<file path="config.mk">
export PLATFORM = sky130hd
export DESIGN_NAME = flag_host
export DESIGN_NICKNAME = d
export VERILOG_FILES = /design/src/pkg/flag_host_pkg.sv /design/src/phase_timer.sv /design/src/flag_host.sv
export VERILOG_INCLUDE_DIRS = /design/src /design/src/pkg
export SDC_FILE = /design/constraint.sdc
export NUM_CORES = 1
export LEC_CHECK = 0
export BUFFER_PORTS_ARGS = -buffer_cell sky130_fd_sc_hd__buf_2
export CORE_UTILIZATION = 29
export DETAILED_ROUTE_END_ITERATION = 16
export HOLD_SLACK_MARGIN = 0.06
export SLEW_MARGIN = 0
export SYNTH_ARGS = -nofsm -noshare
export SYNTH_HDL_FRONTEND = slang
export SYNTH_SLANG_ARGS = --single-unit
</file>
<file path="constraint.sdc">
create_clock -name clk_sys -period 4.85 [get_ports clk_sys]
set_input_delay 0.485 -clock clk_sys [delete_from_list [all_inputs] [get_ports clk_sys]]
set_output_delay 0.485 -clock clk_sys [all_outputs]
set_load 0.01 [all_outputs]
</file>
<file path="src/pkg/flag_host_map.svh">
// Purpose: constants for the semaphore flag host controller
// Assumes: 200 MHz system clock
// Notes: pin timing figures are plain defaults, not device figures
`ifndef FLAG_HOST_MAP_SVH
`define FLAG_HOST_MAP_SVH

`define FLAG_COUNT 8
`define FLAG_INDEX_W 3
`define DATA_W 36
`define ADDR_W 17
`define FLAG_BIT 0
// pin phase length in ns and the derived cycle count at 5 ns per cycle
`define PHASE_NS 20
`define CLK_NS 5
`define PHASE_CYC ((`PHASE_NS + `CLK_NS - 1) / `CLK_NS)
`define PHASE_CNT_W 4

`endif

</file>
<file path="src/pkg/flag_host_pkg.sv">
// Purpose: types for the semaphore flag host controller
// Assumes: flag_host_map.svh supplies widths
// Notes: none
`default_nettype none
`include "flag_host_map.svh"
package flag_host_pkg;
  typedef enum logic [1:0] {
    CMD_ACQUIRE = 2'b00, // write zero then read back
    CMD_RELEASE = 2'b01, // write one
    CMD_POLL = 2'b10, // read only
    CMD_INIT = 2'b11 // write one to every flag
  } cmd_t;

  typedef struct packed {
    cmd_t cmd;
    logic [`FLAG_INDEX_W-1:0] index;
  } req_t;

  typedef struct packed {
    logic owned; // flag read back as zero
    logic [`FLAG_INDEX_W-1:0] index;
  } resp_t;

  typedef struct packed {
    logic flag_space_select_n;
    logic chip_enable_n;
    logic write_n;
    logic output_enable_n;
    logic lane_zero_enable_n;
    logic [`ADDR_W-1:0] addr;
  } pins_t;
endpackage : flag_host_pkg
`default_nettype wire

</file>
<file path="src/phase_timer.sv">
// Purpose: counts one pin phase and pulses when it ends
// Assumes: start is a one-cycle pulse
// Notes: restart while busy reloads the count
`default_nettype none
`include "flag_host_map.svh"
module phase_timer (
  input wire logic clk_sys,
  input wire logic rst,
  input wire logic start,
  output logic done
);
  logic [`PHASE_CNT_W-1:0] cnt_reg;
  logic busy_reg;

  // count down one phase, done pulses on the last cycle
  always_ff @(posedge clk_sys) begin
    if (rst) begin
      cnt_reg <= '0;
      busy_reg <= 1'b0;
    end else if (start) begin
      cnt_reg <= `PHASE_CNT_W'(`PHASE_CYC - 1);
      busy_reg <= 1'b1;
    end else if (busy_reg) begin
      if (cnt_reg == '0) begin
        busy_reg <= 1'b0;
      end else begin
        cnt_reg <= cnt_reg - 1'b1;
      end
    end
  end

  // done must not look at start: start is built from done, which would close a loop
  assign done = busy_reg && (cnt_reg == '0);
endmodule : phase_timer
`default_nettype wire

</file>
<file path="src/flag_host.sv">
// Purpose: drives one port of a dual-port memory's semaphore flags
// Assumes: one clock, synchronous reset, device data sampled through two flops
// Notes: each access is setup, strobe and recovery phases of equal length
// Summary of operation
// - zero requests a flag, one releases
// - select flag space, use static-memory controls
// - drop select between polling reads
// - acquire by write then read back
// - failed request: keep reading or release
// - software writes one to all flags first
// - chip enable held high during flag access
`default_nettype none
`include "flag_host_map.svh"
module flag_host (
  input wire logic clk_sys,
  input wire logic rst,
  input wire logic req_valid,
  output logic req_ready,
  input wire flag_host_pkg::req_t req,
  output logic resp_valid,
  output flag_host_pkg::resp_t resp,
  output flag_host_pkg::pins_t pins,
  output logic [`DATA_W-1:0] data_out,
  output logic [`DATA_W-1:0] data_oe,
  input wire logic [`DATA_W-1:0] data_in
);
  import flag_host_pkg::*;

  // ----------------------------------------
  // state
  // ----------------------------------------
  typedef enum logic [2:0] {
    ST_IDLE = 3'b000,
    ST_SETUP = 3'b001,
    ST_STROBE = 3'b010,
    ST_RECOVER = 3'b011,
    ST_RESP = 3'b100
  } state_t;

  state_t state_reg;
  req_t cur_reg;
  logic is_read_reg;
  logic wr_val_reg;
  logic [`FLAG_INDEX_W-1:0] idx_reg;
  logic owned_reg;
  logic [`DATA_W-1:0] din_meta_reg;
  logic [`DATA_W-1:0] din_sync_reg;
  logic phase_start;
  logic phase_done;
  logic last_init;

  phase_timer u_timer (
    .clk_sys(clk_sys),
    .rst(rst),
    .start(phase_start),
    .done(phase_done)
  );

  // ----------------------------------------
  // data input synchroniser
  // ----------------------------------------
  // two flops before any logic reads the device data
  always_ff @(posedge clk_sys) begin
    if (rst) begin
      din_meta_reg <= '0;
      din_sync_reg <= '0;
    end else begin
      din_meta_reg <= data_in;
      din_sync_reg <= din_meta_reg;
    end
  end

  assign req_ready = (state_reg == ST_IDLE);
  assign last_init = (idx_reg == `FLAG_INDEX_W'(`FLAG_COUNT - 1));

  // a phase starts on accept and on every phase end except the last
  assign phase_start = (state_reg == ST_IDLE && req_valid) ||
                       (phase_done && state_reg != ST_RECOVER) ||
                       (phase_done && state_reg == ST_RECOVER &&
                        ((cur_reg.cmd == CMD_ACQUIRE && !is_read_reg) ||
                         (cur_reg.cmd == CMD_INIT && !last_init)));

  // ----------------------------------------
  // access sequencer
  // ----------------------------------------
  // acquire is a write of zero then a read back, never read first
  always_ff @(posedge clk_sys) begin
    if (rst) begin
      state_reg <= ST_IDLE;
      cur_reg <= '0;
      is_read_reg <= 1'b0;
      wr_val_reg <= 1'b1;
      idx_reg <= '0;
    end else begin
      unique case (state_reg)
        ST_IDLE: begin
          if (req_valid) begin
            cur_reg <= req;
            idx_reg <= (req.cmd == CMD_INIT) ? '0 : req.index;
            is_read_reg <= (req.cmd == CMD_POLL);
            wr_val_reg <= (req.cmd != CMD_ACQUIRE);
            state_reg <= ST_SETUP;
          end
        end
        ST_SETUP: begin
          if (phase_done) begin
            state_reg <= ST_STROBE;
          end
        end
        ST_STROBE: begin
          if (phase_done) begin
            state_reg <= ST_RECOVER;
          end
        end
        ST_RECOVER: begin
          // select deasserted here so each poll relatches the output
          if (phase_done) begin
            if (cur_reg.cmd == CMD_ACQUIRE && !is_read_reg) begin
              is_read_reg <= 1'b1;
              state_reg <= ST_SETUP;
            end else if (cur_reg.cmd == CMD_INIT && !last_init) begin
              idx_reg <= idx_reg + 1'b1;
              state_reg <= ST_SETUP;
            end else begin
              state_reg <= ST_RESP;
            end
          end
        end
        ST_RESP: begin
          state_reg <= ST_IDLE;
        end
        default: begin
          state_reg <= ST_IDLE;
        end
      endcase
    end
  end

  // ----------------------------------------
  // read capture
  // ----------------------------------------
  // sample the replicated flag on bit zero at the end of the read strobe
  always_ff @(posedge clk_sys) begin
    if (rst) begin
      owned_reg <= 1'b0;
    end else if (state_reg == ST_STROBE && phase_done && is_read_reg) begin
      owned_reg <= ~din_sync_reg[`FLAG_BIT];
    end
  end

  // ----------------------------------------
  // pin drive
  // ----------------------------------------
  // registered pins; chip enable stays high for every flag access
  always_ff @(posedge clk_sys) begin
    if (rst) begin
      pins.flag_space_select_n <= 1'b1;
      pins.chip_enable_n <= 1'b1;
      pins.write_n <= 1'b1;
      pins.output_enable_n <= 1'b1;
      pins.lane_zero_enable_n <= 1'b1;
      pins.addr <= '0;
      data_out <= '0;
      data_oe <= '0;
    end else begin
      pins.chip_enable_n <= 1'b1;
      pins.addr <= {{(`ADDR_W - `FLAG_INDEX_W){1'b0}}, idx_reg};
      data_out <= {{(`DATA_W - 1){1'b0}}, wr_val_reg};
      // low from the end of setup to the end of strobe, exactly one phase long
      if ((state_reg == ST_SETUP && phase_done) || (state_reg == ST_STROBE && !phase_done)) begin
        // strobe phase: select low, write or output enable asserted
        pins.flag_space_select_n <= 1'b0;
        pins.lane_zero_enable_n <= 1'b0;
        pins.write_n <= is_read_reg;
        pins.output_enable_n <= ~is_read_reg;
        data_oe <= {`DATA_W{~is_read_reg}};
      end else begin
        // setup and recovery: all strobes high, select off between reads
        pins.flag_space_select_n <= 1'b1;
        pins.lane_zero_enable_n <= 1'b1;
        pins.write_n <= 1'b1;
        pins.output_enable_n <= 1'b1;
        data_oe <= (state_reg == ST_SETUP || state_reg == ST_STROBE) ? {`DATA_W{~is_read_reg}} : '0;
      end
    end
  end

  // ----------------------------------------
  // response
  // ----------------------------------------
  // one-cycle response; owned only meaningful for acquire and poll
  assign resp_valid = (state_reg == ST_RESP);
  always_ff @(posedge clk_sys) begin
    if (rst) begin
      resp <= '0;
    end else if (state_reg == ST_RECOVER && phase_done) begin
      resp.owned <= (cur_reg.cmd == CMD_RELEASE || cur_reg.cmd == CMD_INIT) ? 1'b0 : owned_reg;
      resp.index <= idx_reg;
    end
  end
endmodule : flag_host
`default_nettype wire

</file>
==> metrics.txt, run 1 <==
Synth cell types 45; Worst Setup Start Kind flip-flop; drt total wl 3190 um; fmax 539 MHz; Die W 84.3 um; mapped cell area 1960 um2; PD cells approximately 370 nW/um2; final worst path period need 1.86 ns; Register-to-Register Setup Slack 2.99 ns; max-slew violations 0; Initial Util 30.4%; failing checks DRC; CP max FO 7; final setup fails 0; Die Y 84.3 um; Via density approximately 4; root buffer selected by CTS clkbuf_8; Main synth FF type dfxtp_1; share of async-settable or async-resettable flops after synthesis 0%; vias in the first global route 1050; worst clock skew 0.00752 ns; CP Data Required Time 4.99 ns; most frequent cells in the layout buf_2, conb_1, dfxtp_1; Worst Setup SP idx_reg[0]; Final Power 711 uW; RSZ-0062 raised after global routing false; Reg-to-Reg End u_timer.cnt_reg[3]; CP max stage delay roughly 0.38 ns; adder-cell share of the synthesized area 1.91%; Avg WL per Cell 9.80 um; register area share after synthesis 30.6%; Setup Crit Path Kind reg2reg; detailed-placement wirelength estimate 2310 um; drt pass-1 iters 10; slew at the pin closest to its max-slew limit approximately 0.75 ns; setup_tns 0 ns; end of the critical path u_timer.cnt_reg[3]; design area 1940 um2; Area growth, synth to finish -1.15%; Hold Buf Count CTS 0; layout cells sized above 1 28.6%; Slew HR approximately half; Hold Path Class in2reg; GPL Wtd Cong about 0.78; commonest non-fill, non-tap cell in the layout buf_2; hold_ws 0.415 ns; Area after DPL 1830 um2; critical path data arrival time 2.00 ns; RR Startpoint idx_reg[0]; IO buf count 58; max FFs per register 6; aggregate global routing overflow 0; Final Hold Viols 0; DR iter-0 viols 92; drt drc 26; Gates resized, CTS repair 0; period utilization 38.3%; Via Count 1317; Syn Inst Count between 200 and 250; ant diodes 0; largest family of logic cells by synthesized area buffers and inverters; #FFs+latches synth 30; Worst setup EP type flip-flop; first-pass GRT wire length 5000 um; Rows 29; H-tree depth 2; Clk Latency, worst-skew pair about 0.28 ns; Mean Syn Cell Area between 8 and 9 um2; Synth Area in Compound Gates 11.2%; CTS tree built; synth warn 0; Clock Tree Buf Depth 2; max_cap viols 0; XOR/XNOR share of the synthesized area 0.446%; Worst-path clk slew 0.06 ns; cts bufs inserted 5; Worst path slowest cell dfxtp_1; io pins 144; clock sink count 30; worst path cell trace ha_1 -> ha_1 -> nand3b_1 -> o311ai_0 -> o21ai_1 -> nor3b_1; CP most frequent cell ha_1; Leakage Power between 0.9 and 1 nW; largest net degree at the start of global routing 37; number of buffers added for setup after CTS 0; Layout Nets 295; Routed Antenna Nets 0; die area between 7000 and 8000 um2; Util after Layout between 30% and 40%; outcome finished, violations left; Max VDD drop 0.137 mV; Total GRT Usage 8.93%; Post-synth EDFFs 0; post-synthesis mux area share 0.574%; initial antenna violation count 0; simple-gate share of the synthesized area a little under a fifth; cell count of the worst reg-to-reg path 6; core area ~6500 um2
critical path, delay by kind of cell, from the launching register on:
kind / cells / cell delay (ns)
and+or+nand+nor: 2 / 0.45
DFF: 1 / 0.38
adders and majority gates: 2 / 0.40
AOI/OAI and AO/OA: 2 / 0.50
worst min-delay path by stage:
stage | startpoint | endpoint | slack [ns] | cells past startpoint
3_3_place_gp | din_sync_reg[0] | owned_reg | 0.41 | 1
6_report | data_in[0] | din_meta_reg[0] | 0.41 | 2
4_1_cts | data_in[0] | din_meta_reg[0] | 0.41 | 2
5_1_grt | data_in[0] | din_meta_reg[0] | 0.43 | 2
3_5_place_dp | din_meta_reg[0] | din_sync_reg[0] | 0.42 | 1
2_1_floorplan | din_sync_reg[0] | owned_reg | 0.40 | 1
metal layers:
metal / vias up / share of wire, % / global-route usage, %
li1: 666 / - / -
met1: 585 / 45 / 11.1
met2: 61 / 46 / 14.2
met3: 5 / 7.0 / 2.75
met4: 0 / 1.9 / 4.23
met5: - / 0 / 0
final cells by class:
| type | count | area (um2) |
|---|---|---|
| flip-flops and latches | 30 | 601 |
| repair buffers | 58 | 290 |
| clock buffers | 6 | 82.6 |
| well taps | 77 | 96.3 |
| fillers | 715 | 4520 |
| multi-input cells | 149 | 826 |
| clock inverters | 1 | 30.0 |
| inverters | 4 | 15.0 |
cell usage after synthesis, types with 2 or more instances:
master | instances | area [um2]
ha_1 | 3 | 37.5
nor2_1 | 6 | 22.5
nand2b_1 | 3 | 18.8
nor3b_1 | 2 | 15.0
nor2b_1 | 8 | 50.1
buf_4 | 86 | 646
buf_6 | 2 | 22.5
nand2_1 | 16 | 60.1
a211oi_1 | 2 | 15.0
dfxtp_1 | 30 | 601
inv_1 | 4 | 15.0
nand3b_1 | 3 | 22.5
a311oi_1 | 3 | 26.3
buf_2 | 3 | 15.0
or2_2 | 2 | 12.5
clkbuf_1 | 5 | 18.8
nand3_1 | 6 | 30.0
and3_1 | 2 | 12.5
nor3_1 | 6 | 30.0
a221oi_1 | 2 | 17.5
o21ai_0 | 2 | 10.0
conb_1 | 2 | 7.51
a21oi_1 | 11 | 55.1
power breakdown:
| part | switching, mW | internal [mW] |
|---|---|---|
| combinational | 0.101 | 0.0658 |
| sequential | 0.0238 | 0.265 |
| clock | 0.0910 | 0.164 |
| total | 0.215 | 0.495 |
kinds of logic after synthesis:
group	after synthesis
other	2
adder cells (fa/ha/maj)	3
XOR/XNOR	1
AO/OA/AOI/OAI	31
AND/OR/NAND/NOR	63
buffers and inverters	100
flip-flops	30
multiplexers	1
stage by stage:
stage / worst slack [ns] / instances
after detailed placement: 3.00 / 318
after global routing: 2.81 / 325
after global placement: 3.00 / 318
after CTS: 2.94 / 325
final: 2.99 / 325
after floorplan: 3.21 / 279
(Power assumes the default switching activity.)
==> run 2, diff against run 1 <==
==> constraint.sdc (replaced) <==
create_clock -name clk_sys -period 1.6 [get_ports clk_sys]
set_input_delay 0.16 -clock clk_sys [delete_from_list [all_inputs] [get_ports clk_sys]]
set_output_delay 0.16 -clock clk_sys [all_outputs]
set_load 0.01 [all_outputs]
==> metrics.txt, run 2 (synthesis results as in run 1) <==
Max VDD drop 0.556 mV; post-place setup slack -0.129 ns; hold_ws 0.0860 ns; root buffer selected by CTS clkbuf_8; detailed-placement wirelength estimate about 2500 um; Die W between 80 and 90 um; PD cells about 1000 nW/um2; cts bufs inserted 5; Register-to-Register Setup Slack -0.05 ns; Reg-to-Reg End idx_reg[1]; max-slew violations 0; IO buf count 58; clock sink count 30; CP max FO 3; ant diodes 0; Worst path slowest cell dfxtp_2; drt pass-1 iters 10; hold path cells 2; drt drc 31; critical path data arrival time about 1.9 ns; Avg WL per Cell between 9 and 10 um; design area 2160 um2; max FFs per register 6; Hold Path Class in2reg; Via Count 1408; H-tree depth 2; max_cap viols 0; largest net degree at the start of global routing 37; RSZ-0062 raised after global routing true; Via density 4.06; vias in the first global route ~1000; die area 7100 um2; layout cells sized above 1 40.0%; Hold Crit Start data_in[0]; fmax just over 600 MHz; initial antenna violation count 0; Setup Crit Path Kind reg2reg; outcome finished, violations left; drt total wl 3330 um; fillers about 670; hold endpoint din_meta_reg[0]; CP most frequent cell ha_4; Initial Util 30.4%; Routed Antenna Nets 0; Area growth, synth to finish 10.0%; Worst setup EP type flip-flop; CP Data Required Time around 1.8 ns; Area after DPL 1970 um2; aggregate global routing overflow 0; cell count of the worst reg-to-reg path 7; failing checks DRC, setup timing; commonest non-fill, non-tap cell in the layout buf_2; Clock Tree Buf Depth 2; GPL Wtd Cong slightly below 0.8; Die Y 84.3 um; core area 6460 um2; final setup fails 3; first-pass GRT wire length 4950 um; final worst path period need 1.65 ns; Layout Nets 316; Clk Latency, worst-skew pair 0.29 ns; RR Startpoint idx_reg[1]; Worst-path clk slew roughly 0.070 ns; DR iter-0 viols 60; most frequent cells in the layout buf_2, conb_1, dfxtp_1; CTS tree built; Rows 29; Final Hold Viols 0; io pins 144; worst clock skew slightly below 0.008 ns; period utilization 103%; Worst Setup Start Kind flip-flop; Final WS setup -0.0526 ns; Leakage Power 1.05 nW; CP max stage delay ~0.34 ns; worst path cell trace ha_4 -> ha_4 -> nand3b_1 -> o31ai_4 -> buf_4 -> nor2_1 -> a311oi_1; Total GRT Usage 9.12%
==> run 2: cell types whose count changed in the layout (fill, tap and decap cells not counted), moves of 3 or more <==
cell     change
ha_1         -3
dfxtp_1      -3
dfxtp_2      +3
ha_4         +3
buf_4       +20
==> run 2: cell type report <==
cell class	instances	area [um2]	share of cell area, %
clock buffers	6	82.6	3.82
repair buffers	79	452	20.9
well taps	77	96.3	4.46
clock inverters	2	12.5	0.579
inverters	4	15.0	0.695
multi-input cells	149	897	41.5
flip-flops and latches	30	604	28.0
==> run 2: through the flow <==
stage / setup TNS (ns) / cells / power, mW / utilization [%]
after CTS: -0.0282 / 345 / 2.15 / 32.7
after global routing: -0.361 / 347 / 2.30 / 33.4
after global placement: -0.542 / 336 / 1.47 / 30.5
after floorplan: 0 / 279 / 1.48 / -
after detailed placement: -0.711 / 336 / 1.48 / 30.5
final: -0.0941 / 347 / 2.16 / 33.4
==> run 2: critical path, delay by kind of cell, from the launching register on <==
family | cells | cell delay [ns]
DFF | 1 | 0.34
and+or+nand+nor | 2 | 0.26
buffers and inverters | 1 | 0.16
AOI/OAI and AO/OA | 2 | 0.49
adders and majority gates | 2 | 0.31
==> run 2: worst max path at each step <==
| stage | endpoint | cells after the start | start | slack, ns |
|---|---|---|---|---|
| after CTS | idx_reg[1] | 6 | idx_reg[1] | -0.03 |
| after global placement | u_timer.cnt_reg[1] | 7 | idx_reg[0] | -0.11 |
| final | idx_reg[1] | 7 | idx_reg[1] | -0.05 |
| after global routing | state_reg[0] | 7 | idx_reg[1] | -0.09 |
| after floorplan | idx_reg[1] | 6 | idx_reg[0] | 0.001 |
| after detailed placement | u_timer.cnt_reg[1] | 7 | idx_reg[0] | -0.13 |
==> run 2: power by group <==
group	switching, mW	internal (mW)
clock network	0.290	0.345
logic	0.368	0.296
registers	0.0575	0.806
==> run 2: routing by layer <==
| layer | global-route usage [%] | part of all wire (%) | vias to the layer above |
|---|---|---|---|
| li1 | - | - | 711 |
| met2 | 14.5 | 46 | 70 |
| met3 | 2.36 | 6.3 | 6 |
| met1 | 11.0 | 46 | 621 |
| met4 | 5.64 | 2.2 | 0 |
| met5 | 0 | 0 | - |
==> run 2: repair_timing <==
item / CTS / global route
pin swaps: 5 / 8
hold buffers: 0 / 0
endpoints found under the setup margin: 9 / 9
buffers inserted: 1 / 2
resized for setup: 9 / 13
